## config.mk

```make
export PLATFORM = sky130hd
export DESIGN_NAME = vscc_sync_clock_control
export DESIGN_NICKNAME = d
export VERILOG_FILES = /design/src/core/vscc_pkg.sv /design/src/core/vscc_sync_clock_control.sv
export SDC_FILE = /design/constraint.sdc
export NUM_CORES = 1
export LEC_CHECK = 0
export CAP_MARGIN = 25
export CORE_MARGIN = 4
export CORE_UTILIZATION = 52
export CTS_BUF_LIST = sky130_fd_sc_hd__clkbuf_8 sky130_fd_sc_hd__clkbuf_16
export CTS_CLUSTER_DIAMETER = 40
export CTS_CLUSTER_SIZE = 14
export DETAILED_ROUTE_END_ITERATION = 8
export DONT_BUFFER_PORTS = 1
export PLACE_DENSITY = 0.67
export SETUP_SLACK_MARGIN = 0.5
export SYNTH_ARGS = -nofsm -noshare
export SYNTH_HDL_FRONTEND = slang
export SYNTH_SLANG_ARGS = --single-unit
```

## constraint.sdc

```tcl
create_clock -name clk -period 3.2 [get_ports clk]
set_input_delay 0.8 -clock clk [delete_from_list [all_inputs] [get_ports clk]]
set_output_delay 0.8 -clock clk [all_outputs]
set_load 0.01 [all_outputs]
```

## src/core/vscc_pkg.sv

```systemverilog
// Package: register map, field positions, reset values and types of the sync and clock control
package vscc_pkg;

	// ==========================================================================
	// Serial port register offsets
	localparam logic [7:0] REG_SYNC_POL   = 8'h0f;
	localparam logic [7:0] REG_CTRL       = 8'h10;
	localparam logic [7:0] REG_CLAMP_DLY  = 8'h11;
	localparam logic [7:0] REG_CLAMP_DUR  = 8'h12;
	localparam logic [7:0] REG_HS_WIDTH   = 8'h13;
	localparam logic [7:0] REG_COAST_TO   = 8'h14;
	localparam logic [7:0] REG_STATUS     = 8'h15;

	// ==========================================================================
	// Field positions
	localparam int BIT_HSYNC_POL   = 7;
	localparam int BIT_COAST_POL   = 6;
	localparam int BIT_CLAMP_POL   = 5;
	localparam int BIT_HSREC_POL   = 4;
	localparam int BIT_EXT_CLAMP   = 0;
	localparam int BIT_EXT_CLK     = 1;
	localparam int BIT_INT_COAST   = 2;
	localparam int BIT_SLICER_SEL  = 3;

	// ==========================================================================
	// Reset values and serial address
	localparam logic [7:0] RST_SYNC_POL   = 8'h70;
	localparam logic [7:0] RST_CTRL       = 8'h00;
	localparam logic [7:0] RST_CLAMP_DLY  = 8'h04;
	localparam logic [7:0] RST_CLAMP_DUR  = 8'h08;
	localparam logic [7:0] RST_HS_WIDTH   = 8'h10;
	localparam logic [7:0] RST_COAST_TO   = 8'hc0;
	localparam logic [4:0] DEV_ADDR_BASE  = 5'h13;  // Arbitrary upper address bits
	localparam logic [3:0] BITS_PER_BYTE  = 4'h8;

	// ==========================================================================
	// Types
	typedef enum logic [2:0] {
		S_IDLE = 3'b000,
		S_RECV = 3'b001,
		S_ACK  = 3'b010,
		S_SEND = 3'b011,
		S_MACK = 3'b100
	} vscc_i2c_e;

	typedef enum logic [1:0] {
		KIND_ADDR = 2'b00,
		KIND_PTR  = 2'b01,
		KIND_DATA = 2'b10
	} vscc_kind_e;

	typedef enum logic [1:0] {
		C_IDLE  = 2'b00,
		C_DELAY = 2'b01,
		C_ON    = 2'b10
	} vscc_clamp_e;

	typedef struct packed {
		logic [7:0] syncPol;
		logic [7:0] ctrl;
		logic [7:0] clampDelay;
		logic [7:0] clampDur;
		logic [7:0] hsRecWidth;
		logic [7:0] coastTimeout;
	} vscc_cfg_s;

endpackage

```

## src/core/vscc_sync_clock_control.sv

```systemverilog
// Module: sync edge, clamp, coast, pixel clock and sync output control with 2-wire register port
`timescale 1ns/100ps
// What this block does
// - Horizontal timing comes only from the hsync leading edge; trailing edge only starts the internal clamp count.
// - Bit 7 of the sync polarity register picks falling (0) or rising (1) edge.
// - External clamp pin used only when enable bit is 1; bit resets to 0.
// - Clamp pin disabled: clamp counted as delay then duration from hsync trailing edge.
// - Clamp pin active level follows the clamp polarity bit.
// - Active coast stops hsync tracking; clock keeps present frequency and phase.
// - Coast pin active level follows coast polarity, which resets to 1.
// - An internally generated coast is offered so the coast pin is optional.
// - External clock select 1 makes the external pin the pixel clock.
// - With external clock, all other functions including phase adjust keep working.
// - Sampling clock invert pin inverts sampling clock, shifting phase by 180 degrees.
// - Alternate pixel sampling: odd then even pixels, inversion toggled between frames.
// - Reconstructed hsync output aligned with data, polarity and width from registers.
// - Composite sync output selects slicer result or delayed raw hsync.
// - Slicer output is noninverting digital sync from embedded sync input.
// - All configuration bits are written and read over the 2-wire serial port.
module vscc_sync_clock_control (
	input  wire logic       clk,
	input  wire logic       reset_n,
	input  wire logic [1:0] addrSelect,
	input  wire logic       scl,
	input  wire logic       sdaIn,
	output logic            sdaOut,
	output logic            sdaOe,
	input  wire logic       hsyncIn,
	input  wire logic       clampIn,
	input  wire logic       coastIn,
	input  wire logic       pllClockIn,
	input  wire logic       extPixelClockIn,
	input  wire logic       samplingClockInvertIn,
	input  wire logic       embeddedSyncInput,
	output logic            pllRefPulse,
	output logic            pllCoast,
	output logic            clampActive,
	output logic            pixelClockOut,
	output logic            samplingClockOut,
	output logic            hsyncReconstructedOut,
	output logic            syncSlicerOutput
);
	import vscc_pkg::*;

	// ==========================================================================
	// Serial port state
	vscc_i2c_e   state, next_state;
	vscc_kind_e  byteKind, next_byteKind;
	logic [3:0]  bitCnt, next_bitCnt;
	logic [7:0]  shift, next_shift;
	logic [7:0]  ptr, next_ptr;
	logic        rnw, next_rnw;
	logic        masterAck, next_masterAck;
	logic        sclPrev, sdaPrev;
	vscc_cfg_s   cfg, next_cfg;
	logic [7:0]  status;
	logic        sclRise, sclFall, i2cStart, i2cStop;

	// Bus edges; inputs are already in the clk domain
	assign sclRise  = scl & ~sclPrev;
	assign sclFall  = ~scl & sclPrev;
	assign i2cStart = scl & sclPrev & sdaPrev & ~sdaIn;
	assign i2cStop  = scl & sclPrev & ~sdaPrev & sdaIn;

	// Open drain: only ever pull low, during acks and zero data bits
	assign sdaOut = 1'b0;
	assign sdaOe  = (state == S_ACK) | ((state == S_SEND) & ~shift[7]);

	// Register read decode, used for the first and every following read byte
	function automatic logic [7:0] regRead(input vscc_cfg_s c, input logic [7:0] a,
			input logic [7:0] st);
		case (a)
			REG_SYNC_POL:  regRead = c.syncPol;
			REG_CTRL:      regRead = c.ctrl;
			REG_CLAMP_DLY: regRead = c.clampDelay;
			REG_CLAMP_DUR: regRead = c.clampDur;
			REG_HS_WIDTH:  regRead = c.hsRecWidth;
			REG_COAST_TO:  regRead = c.coastTimeout;
			REG_STATUS:    regRead = st;
			default:       regRead = 8'h00;
		endcase
	endfunction

	// Next state of the serial slave and the configuration it writes
	always_comb begin
		next_state     = state;
		next_byteKind  = byteKind;
		next_bitCnt    = bitCnt;
		next_shift     = shift;
		next_ptr       = ptr;
		next_rnw       = rnw;
		next_masterAck = masterAck;
		next_cfg       = cfg;
		if (i2cStop) begin
			next_state = S_IDLE;
		end else if (i2cStart) begin
			// Repeated start keeps the pointer, so write-pointer-then-read works
			next_state    = S_RECV;
			next_bitCnt   = 4'h0;
			next_byteKind = KIND_ADDR;
		end else begin
			case (state)
				S_RECV: begin
					if (sclRise && bitCnt < BITS_PER_BYTE) begin
						next_shift  = {shift[6:0], sdaIn};
						next_bitCnt = bitCnt + 4'h1;
					end else if (sclFall && bitCnt == BITS_PER_BYTE) begin
						next_state = S_ACK;
						case (byteKind)
							KIND_ADDR: begin
								next_rnw = shift[0];
								if (shift[7:1] != {DEV_ADDR_BASE, addrSelect}) begin
									next_state = S_IDLE;
								end
							end
							KIND_PTR: begin
								next_ptr = shift;
							end
							default: begin
								// Writes land in the live configuration at once
								case (ptr)
									REG_SYNC_POL:  next_cfg.syncPol      = shift;
									REG_CTRL:      next_cfg.ctrl         = shift;
									REG_CLAMP_DLY: next_cfg.clampDelay   = shift;
									REG_CLAMP_DUR: next_cfg.clampDur     = shift;
									REG_HS_WIDTH:  next_cfg.hsRecWidth   = shift;
									REG_COAST_TO:  next_cfg.coastTimeout = shift;
									default:       next_cfg              = cfg;
								endcase
								next_ptr = ptr + 8'h01;
							end
						endcase
					end
				end
				S_ACK: begin
					if (sclFall) begin
						next_bitCnt = 4'h0;
						if (rnw && byteKind == KIND_ADDR) begin
							next_state = S_SEND;
							next_shift = regRead(cfg, ptr, status);
							next_ptr   = ptr + 8'h01;
						end else begin
							next_state    = S_RECV;
							next_byteKind = (byteKind == KIND_ADDR) ? KIND_PTR : KIND_DATA;
						end
					end
				end
				S_SEND: begin
					if (sclRise && bitCnt < BITS_PER_BYTE) begin
						next_bitCnt = bitCnt + 4'h1;
					end else if (sclFall && bitCnt == BITS_PER_BYTE) begin
						next_state = S_MACK;
					end else if (sclFall && bitCnt != 4'h0) begin
						next_shift = {shift[6:0], 1'b0};
					end
				end
				S_MACK: begin
					if (sclRise) begin
						next_masterAck = ~sdaIn;
					end else if (sclFall) begin
						next_bitCnt = 4'h0;
						next_state  = masterAck ? S_SEND : S_IDLE;
						next_shift  = regRead(cfg, ptr, status);
						next_ptr    = masterAck ? ptr + 8'h01 : ptr;
					end
				end
				default: begin
					next_state = S_IDLE;
				end
			endcase
		end
	end

	// Serial slave and configuration registers
	always_ff @(posedge clk or negedge reset_n) begin
		if (!reset_n) begin
			state     <= S_IDLE;
			byteKind  <= KIND_ADDR;
			bitCnt    <= 4'h0;
			shift     <= 8'h00;
			ptr       <= 8'h00;
			rnw       <= 1'b0;
			masterAck <= 1'b0;
			sclPrev   <= 1'b1;
			sdaPrev   <= 1'b1;
			cfg       <= {RST_SYNC_POL, RST_CTRL, RST_CLAMP_DLY, RST_CLAMP_DUR,
				RST_HS_WIDTH, RST_COAST_TO};
		end else begin
			state     <= next_state;
			byteKind  <= next_byteKind;
			bitCnt    <= next_bitCnt;
			shift     <= next_shift;
			ptr       <= next_ptr;
			rnw       <= next_rnw;
			masterAck <= next_masterAck;
			sclPrev   <= scl;
			sdaPrev   <= sdaIn;
			cfg       <= next_cfg;
		end
	end

	// ==========================================================================
	// Sync, clamp and coast
	vscc_clamp_e clampPhase, next_clampPhase;
	logic [7:0]  clampCnt, next_clampCnt;
	logic [7:0]  missCnt, next_missCnt;
	logic [7:0]  hsCnt, next_hsCnt;
	logic [2:0]  hsDelay, next_hsDelay;
	logic        hsyncPrev, hsyncNorm, lead, trail;
	logic        next_pllRefPulse, next_pllCoast, next_clampActive;
	logic        next_hsyncOut, next_slicerOut, extCoast, intCoast;

	// Normalise hsync so the chosen leading edge is always a rise
	assign hsyncNorm = cfg.syncPol[BIT_HSYNC_POL] ? hsyncIn : ~hsyncIn;
	assign lead      = hsyncNorm & ~hsyncPrev;
	assign trail     = ~hsyncNorm & hsyncPrev;
	assign extCoast  = coastIn == cfg.syncPol[BIT_COAST_POL];
	assign intCoast  = cfg.ctrl[BIT_INT_COAST] & (missCnt >= cfg.coastTimeout);
	assign status    = {4'h0, samplingClockInvertIn, hsyncNorm, pllCoast, clampActive};

	// Clock selection is a plain mux; the phase adjust downstream is shared by both sources
	assign pixelClockOut    = cfg.ctrl[BIT_EXT_CLK] ? extPixelClockIn : pllClockIn;
	assign samplingClockOut = pixelClockOut ^ samplingClockInvertIn;

	// Next values of the video-side timing
	always_comb begin
		next_clampPhase = clampPhase;
		next_clampCnt   = clampCnt;
		next_hsCnt      = hsCnt;
		next_missCnt    = (missCnt == 8'hff) ? missCnt : missCnt + 8'h01;
		if (lead) begin
			next_missCnt = 8'h00;
		end
		// Internal clamp runs from the trailing edge, which is useless for timing
		if (trail) begin
			next_clampPhase = C_DELAY;
			next_clampCnt   = cfg.clampDelay;
		end else begin
			case (clampPhase)
				C_DELAY: begin
					if (clampCnt != 8'h00) begin
						next_clampCnt = clampCnt - 8'h01;
					end else if (cfg.clampDur != 8'h00) begin
						next_clampPhase = C_ON;
						next_clampCnt   = cfg.clampDur;
					end else begin
						next_clampPhase = C_IDLE;
					end
				end
				C_ON: begin
					next_clampCnt   = clampCnt - 8'h01;
					next_clampPhase = (clampCnt == 8'h01) ? C_IDLE : C_ON;
				end
				default: begin
					next_clampPhase = C_IDLE;
				end
			endcase
		end
		if (lead) begin
			next_hsCnt = cfg.hsRecWidth;
		end else if (hsCnt != 8'h00) begin
			next_hsCnt = hsCnt - 8'h01;
		end
		next_pllCoast    = extCoast | intCoast;
		next_pllRefPulse = lead & ~next_pllCoast;
		next_clampActive = cfg.ctrl[BIT_EXT_CLAMP] ?
			(clampIn == cfg.syncPol[BIT_CLAMP_POL]) : (next_clampPhase == C_ON);
		next_hsyncOut    = ~((next_hsCnt != 8'h00) ^ cfg.syncPol[BIT_HSREC_POL]);
		next_hsDelay     = {hsDelay[1:0], hsyncIn};
		next_slicerOut   = cfg.ctrl[BIT_SLICER_SEL] ? hsDelay[2] : embeddedSyncInput;
	end

	// Video-side registers; every video-side output except the pixel and sampling clocks leaves from here
	always_ff @(posedge clk or negedge reset_n) begin
		if (!reset_n) begin
			clampPhase            <= C_IDLE;
			clampCnt              <= 8'h00;
			missCnt               <= 8'h00;
			hsCnt                 <= 8'h00;
			hsDelay               <= 3'h0;
			hsyncPrev             <= 1'b0;
			pllRefPulse           <= 1'b0;
			pllCoast              <= 1'b0;
			clampActive           <= 1'b0;
			hsyncReconstructedOut <= 1'b0;
			syncSlicerOutput      <= 1'b0;
		end else begin
			clampPhase            <= next_clampPhase;
			clampCnt              <= next_clampCnt;
			missCnt               <= next_missCnt;
			hsCnt                 <= next_hsCnt;
			hsDelay               <= next_hsDelay;
			hsyncPrev             <= hsyncNorm;
			pllRefPulse           <= next_pllRefPulse;
			pllCoast              <= next_pllCoast;
			clampActive           <= next_clampActive;
			hsyncReconstructedOut <= next_hsyncOut;
			syncSlicerOutput      <= next_slicerOut;
		end
	end
endmodule

```

* Word-level counts from Yosys, hierarchy flattened
Cells that the tools add are included.
** Word-level totals
- Word-level logic and storage cells :: 200
- Flip-flop bits (word level) :: 112
- Output and inout port bits :: 9
** Cells by class
- Equal/unequal tests :: 45
- $lt $le $gt $ge :: 2
- Mux-type cells :: 60
- Reduce and logical (&&, ||, !) cells :: 32
- Add/subtract/negate cells :: 5
- Bitwise operators :: 30
** Operators by type and width (count)
- 8-bit two-way mux :: 22
- 8-bit case mux with 7 select lines :: 1
- 7-bit AND reduction :: 7
- 8-bit by 5-bit equality test with 1-bit output (second input constant) :: 6
- 8-bit case mux with 2 select lines :: 2
- 8-bit case mux with 4 select lines :: 1
- 8-bit nonzero test :: 4
- 4-bit != test (second input constant) :: 7
- 3-bit two-way mux :: 9
- 2-bit two-way mux :: 13
- 2-bit != test (second input constant) :: 12
- 8-bit case mux with 3 select lines :: 1
- 11-bit AND reduction :: 2
- 8-bit by 1-bit adder with 8-bit output (second input constant) :: 2
- 4-bit two-way mux :: 4
- 8-bit by 1-bit subtractor with 8-bit output (second input constant) :: 2
- 1-bit inverter :: 14
- 1-bit bitwise AND :: 12
- 3-bit case mux with 4 select lines :: 1
- 4-bit case mux with 3 select lines :: 1
- 4-bit AND reduction :: 3
- 4-bit nonzero test :: 3
- 8-bit by 1-bit equality test with 1-bit output (second input constant) :: 1
- 8-bit by 4-bit equality test with 1-bit output (second input constant) :: 1
- other kinds (27) :: 43

* Depth between registers and ports, before layout
- Word-level depth :: 8
- Mapped depth :: 9
- Depth with buffers taken out :: 8

* Worst setup path after synthesis
No wires, ideal clock.
- Path type :: input-to-reg
- Start :: input scl
- End :: register cfg[16] (netlist bit)
- Required time :: 3.072 ns
- Buffers on the path :: 1
- Cell stages on the path :: 7
- Arrival :: 2.438 ns
- Path slack :: 0.634 ns
- Path through :: nor2b_1 > buf_4 > nand3_4 > or4_4 > nor3_4 > nand2_4 > mux2_1
** Between the ends
- Longest elaborated chain between the ends :: 5
** Ends and longest elaborated chain
- start: declaration :: line vscc_sync_clock_control.sv:24 : input wire logic scl,
- 1-bit bitwise AND :: line vscc_sync_clock_control.sv:62, vscc_sync_clock_control.sv:63
- 1-bit bitwise AND (on tied branches) (2 in a row) :: line vscc_sync_clock_control.sv:62, vscc_sync_clock_control.sv:63
- 1-bit inverter (no source line)
- 7-bit AND reduction (no source line) *
- end signal: assignment :: line vscc_sync_clock_control.sv:186 : cfg <= {RST_SYNC_POL, RST_CTRL, RST_CLAMP_DLY, RST_CLAMP_DUR,
- end signal: assignment :: line vscc_sync_clock_control.sv:198 : cfg <= next_cfg;
- end: declaration :: line vscc_sync_clock_control.sv:55 : vscc_cfg_s cfg, next_cfg;
Every way passes the cells marked *; elsewhere a longest branch is shown, timed or not.
A chain may end at the register's enable or synchronous reset.

* Worst setup path in the final report
- Start :: register bitCnt[0]
- End :: register cfg[16] (netlist bit)
** Between the ends
- Longest elaborated chain between the ends :: 4
** Ends and longest elaborated chain
- start: declaration :: line vscc_sync_clock_control.sv:49 : logic [3:0] bitCnt, next_bitCnt;
- start signal: assignment :: line vscc_sync_clock_control.sv:191 : bitCnt <= next_bitCnt;
- 4-bit less-than comparator :: line vscc_sync_clock_control.sv:104 : if (sclRise && bitCnt < BITS_PER_BYTE) begin
- 1-bit logical AND :: line vscc_sync_clock_control.sv:104
- 1-bit inverter (no source line)
- 7-bit AND reduction (no source line) *
Marked as above.

==> results.md <==
- CTS root buffer: clkbuf_16
- Worst-Skew Late Latency: 350 ps
- Core ar.: 0.0116 mm²
- Sequential share of the synthesized area: between 40% and 50%
- Antenna Violating Nets Remaining: 0
- Synth Instances: ~630
- First-pass GRT wire length: ~24000 µm
- Avg WL per Cell: between 15 and 20 µm
- Crit path kind: register to register
- Grt total ovfl: 0
- Die area: 0.0139 mm²
- CP Buf/Inv Count: 2
- Seq cells post-synth: ~110
- Outcome: finished clean
- Num ports: 22
- Site row count: 39
- CTS tree: yes
- VDD IR max: about 0.33 mV
- Ys flop type: dfrtp_1
- Setup TNS Final: 0 ps
- Library cells used by synthesis: 68
- Mapped Avg Cell Area: around 10 µm²
- Lkg Pwr: around 3.1 nW
- Most frequent cells in the layout: 102 x dfrtp_1, 57 x nand2_1, 47 x mux2_2, 45 x o21ai_0, 42 x nor2_1
- Nets@finish: roughly 660
- Power per Cell Area: roughly 740 mW/mm²
- CP arrival: 2820 ps
- Critical-path cell list: inv_1, ha_1, nor2b_1, nand3_4, or4_4, nor3_4, buf_12, nand2_4, mux2_1
- First DRT Iteration DRCs: around 470
- Worst Max-Slew Pin Slew: a little under 700 ps
- Final setup vio count: 0
- Highest-delay cell along the critical path: or4_4
- Die Y: between 100 and 150 µm
- Hold buffer count at CTS: 0
- Post-synthesis xor/xnor area fraction: under 10%
- Synth async-reset ratio: between 90% and 100%
- CP endpoint kind: register
- Period utilisation layout: around four fifths
- Rel. slew slack: 54.8%
- Die width: approximately 120 µm
- Post-synthesis net count: roughly 660
- Total GRT Usage: ~22%
- HPWL after DPL: 10300 µm
- Via density: approximately 6.1
- Pin count of the biggest net entering global routing: between 100 and 150
- Util after Layout: 57.8%
- H-tree Lvls: 3
- Layout area overhead: 6.82%
- Largest family of logic cells by synthesized area: compound AO/OA/AOI/OAI gates
- Crit-path max cell delay: 540 ps
- Synth warn: 0
- Max frequency: ~0.39 GHz
- Post-synthesis mux area share: a little under an eighth
- Final hold vios: 0
- Adder-cell share of the synthesized area: under 10%
- Worst-path fanout max: 8
- Vias: around 4700
- CTS Buf Count: 9
- 1st-pass router iterations: 6
- Area of the multi-input gates: roughly 0.0032 mm²
- Final Power: between 4 and 5 mW
- Post-Route WL: between 10000 and 15000 µm
- Diodes inserted: 0
- Crit-path leading delay family: simple AND/OR/NAND/NOR gates
- # fillers: about 1000
- Routability congestion estimate from global placement: roughly 0.89
- Sequential standard cell area: ~0.0028 mm²
- EDFF count, synth: 0
- Pins Over Slew Limit: 0
- CTS resizes: 0
- Setup WS pre-CTS: around 460 ps
- Layout cells sized above 1: about 17%
- Worst Setup Start Kind: register
- Clk buf depth: 2
- Simple-gate share of the synthesized area: between 15 and 20%
- Cell area after synthesis: roughly 0.0063 mm²
- Worst Skew: 7.85 ps
- DRC: 0
- RSZ-0062 raised after global routing: no
- Initial core utilization: between 50% and 60%
- Port-buffer cells: 0
- Worst hold path type: primary input to async pin
- Vias in the first global route: about 4700
- Final setup margin: 619 ps
- Complex-gate fraction of the synthesized area: around 17%
- Clock-pin slew on the worst setup and hold paths: ~70 ps
- CTS Sinks: 112
- Commonest non-fill, non-tap cell in the layout: dfrtp_1
- Min cycle time layout: between 2000 and 3000 ps
- Initial antenna violation count: 0
- Max-cap violations: 0
- Critical Path RT: 3440 ps
-- routing by layer --
| metal | GRT usage [%] | share of wire (%) | vias up |
|---|---|---|---|
| met5 | 0 | 0 | - |
| met4 | 7.11 | 1.9 | 0 |
| met3 | 3.89 | 3.0 | 18 |
| met2 | 37.4 | 51 | 76 |
| met1 | 27.4 | 44 | 2347 |
| li1 | - | - | 2266 |
-- power by group --
| group | switching (mW) | internal, mW | leakage, nW |
|---|---|---|---|
| combinational | 0.975 | 0.770 | 1.56 |
| sequential | 0.487 | 1.66 | 1.43 |
| clock | 0.531 | 0.553 | 0.136 |
-- area by class of cell --
type	instances	area share, %
Clock buffer	10	3.56
Timing Repair Buffer	14	1.75
Tap cell	143	2.66
Inverter	28	1.56
Clock inverter	6	0.671
Sequential cell	112	41.9
Multi-Input combinational cell	455	47.9
-- synth_stat cells, types with 4 or more instances --
cell type	number	area (µm²)
nand2_4	4	45.0
a22oi_1	8	60.1
xor2_1	11	96.3
a222oi_1	7	70.1
buf_1	6	22.5
nor3_1	13	65.1
a211oi_1	8	60.1
o22ai_1	4	25.0
nand3_1	17	85.1
dfrtp_1	102	2550
mux2_2	47	529
nand2b_1	8	50.1
nand4_1	5	31.3
a21oi_1	32	160
nor2b_1	7	43.8
nor4_1	6	37.5
o21ai_0	45	225
a21o_1	6	45.0
mux2_1	10	113
xnor2_1	10	87.6
a31oi_1	6	37.5
and3_1	8	50.1
ha_1	22	275
nand2_1	57	214
nor2_1	42	158
o22a_1	8	70.1
clkbuf_1	23	86.3
dfstp_2	10	263
inv_1	28	105
a32oi_1	6	52.6
mux2i_1	8	80.1
-- logic make-up after synthesis --
family | after synthesis
AOI/OAI and AO/OA | 155
other | 1
buffers and inverters | 62
DFF | 112
muxes | 65
xor gates and xnor gates | 21
and+or+nand+nor | 191
adders and majority gates | 22
-- final timing paths --
| kind | from | to | slack [ps] | cells after the start |
|---|---|---|---|---|
| max in group asynchronous | reset_n | sclPrev | 2830 | 0 |
| min in group clk | hsDelay[0] | hsDelay[1] | 350 | 0 |
| worst min-delay path | reset_n | syncSlicerOutput | 130 | 0 |
| worst max-delay path | bitCnt[0] | cfg[16] | 620 | 9 |
| worst max register to register | bitCnt[0] | cfg[16] | 620 | 9 |
| worst min register to register | hsDelay[0] | hsDelay[1] | 350 | 0 |
-- state kept, by name, summed over array words and instances, names as in the netlist, 2 cells and up --
register and cells:
bitCnt 4, byteKind 2, cfg 48, clampCnt 8, clampPhase 2, hsCnt 8
hsDelay 3, missCnt 8, ptr 8, shift 8, state 3
-- stage by stage --
stage / area, µm² / instances / hold WS (ps)
3_5_place_dp: 6410 / 751 / 339
3_3_place_gp: 6410 / 751 / 335
4_1_cts: 6700 / 767 / 124
5_1_grt: 6720 / 768 / 116
6_report: 6720 / 768 / 134
2_1_floorplan: 6290 / 629 / 331
-- what timing repair did --
| item | in CTS | in global routing |
|---|---|---|
| endpoints found under the hold margin | 0 | 0 |
| endpoints found under the setup margin | 0 | 5 |
| setup buffers | 0 | 1 |
Power figures use the tool's default switching activity.
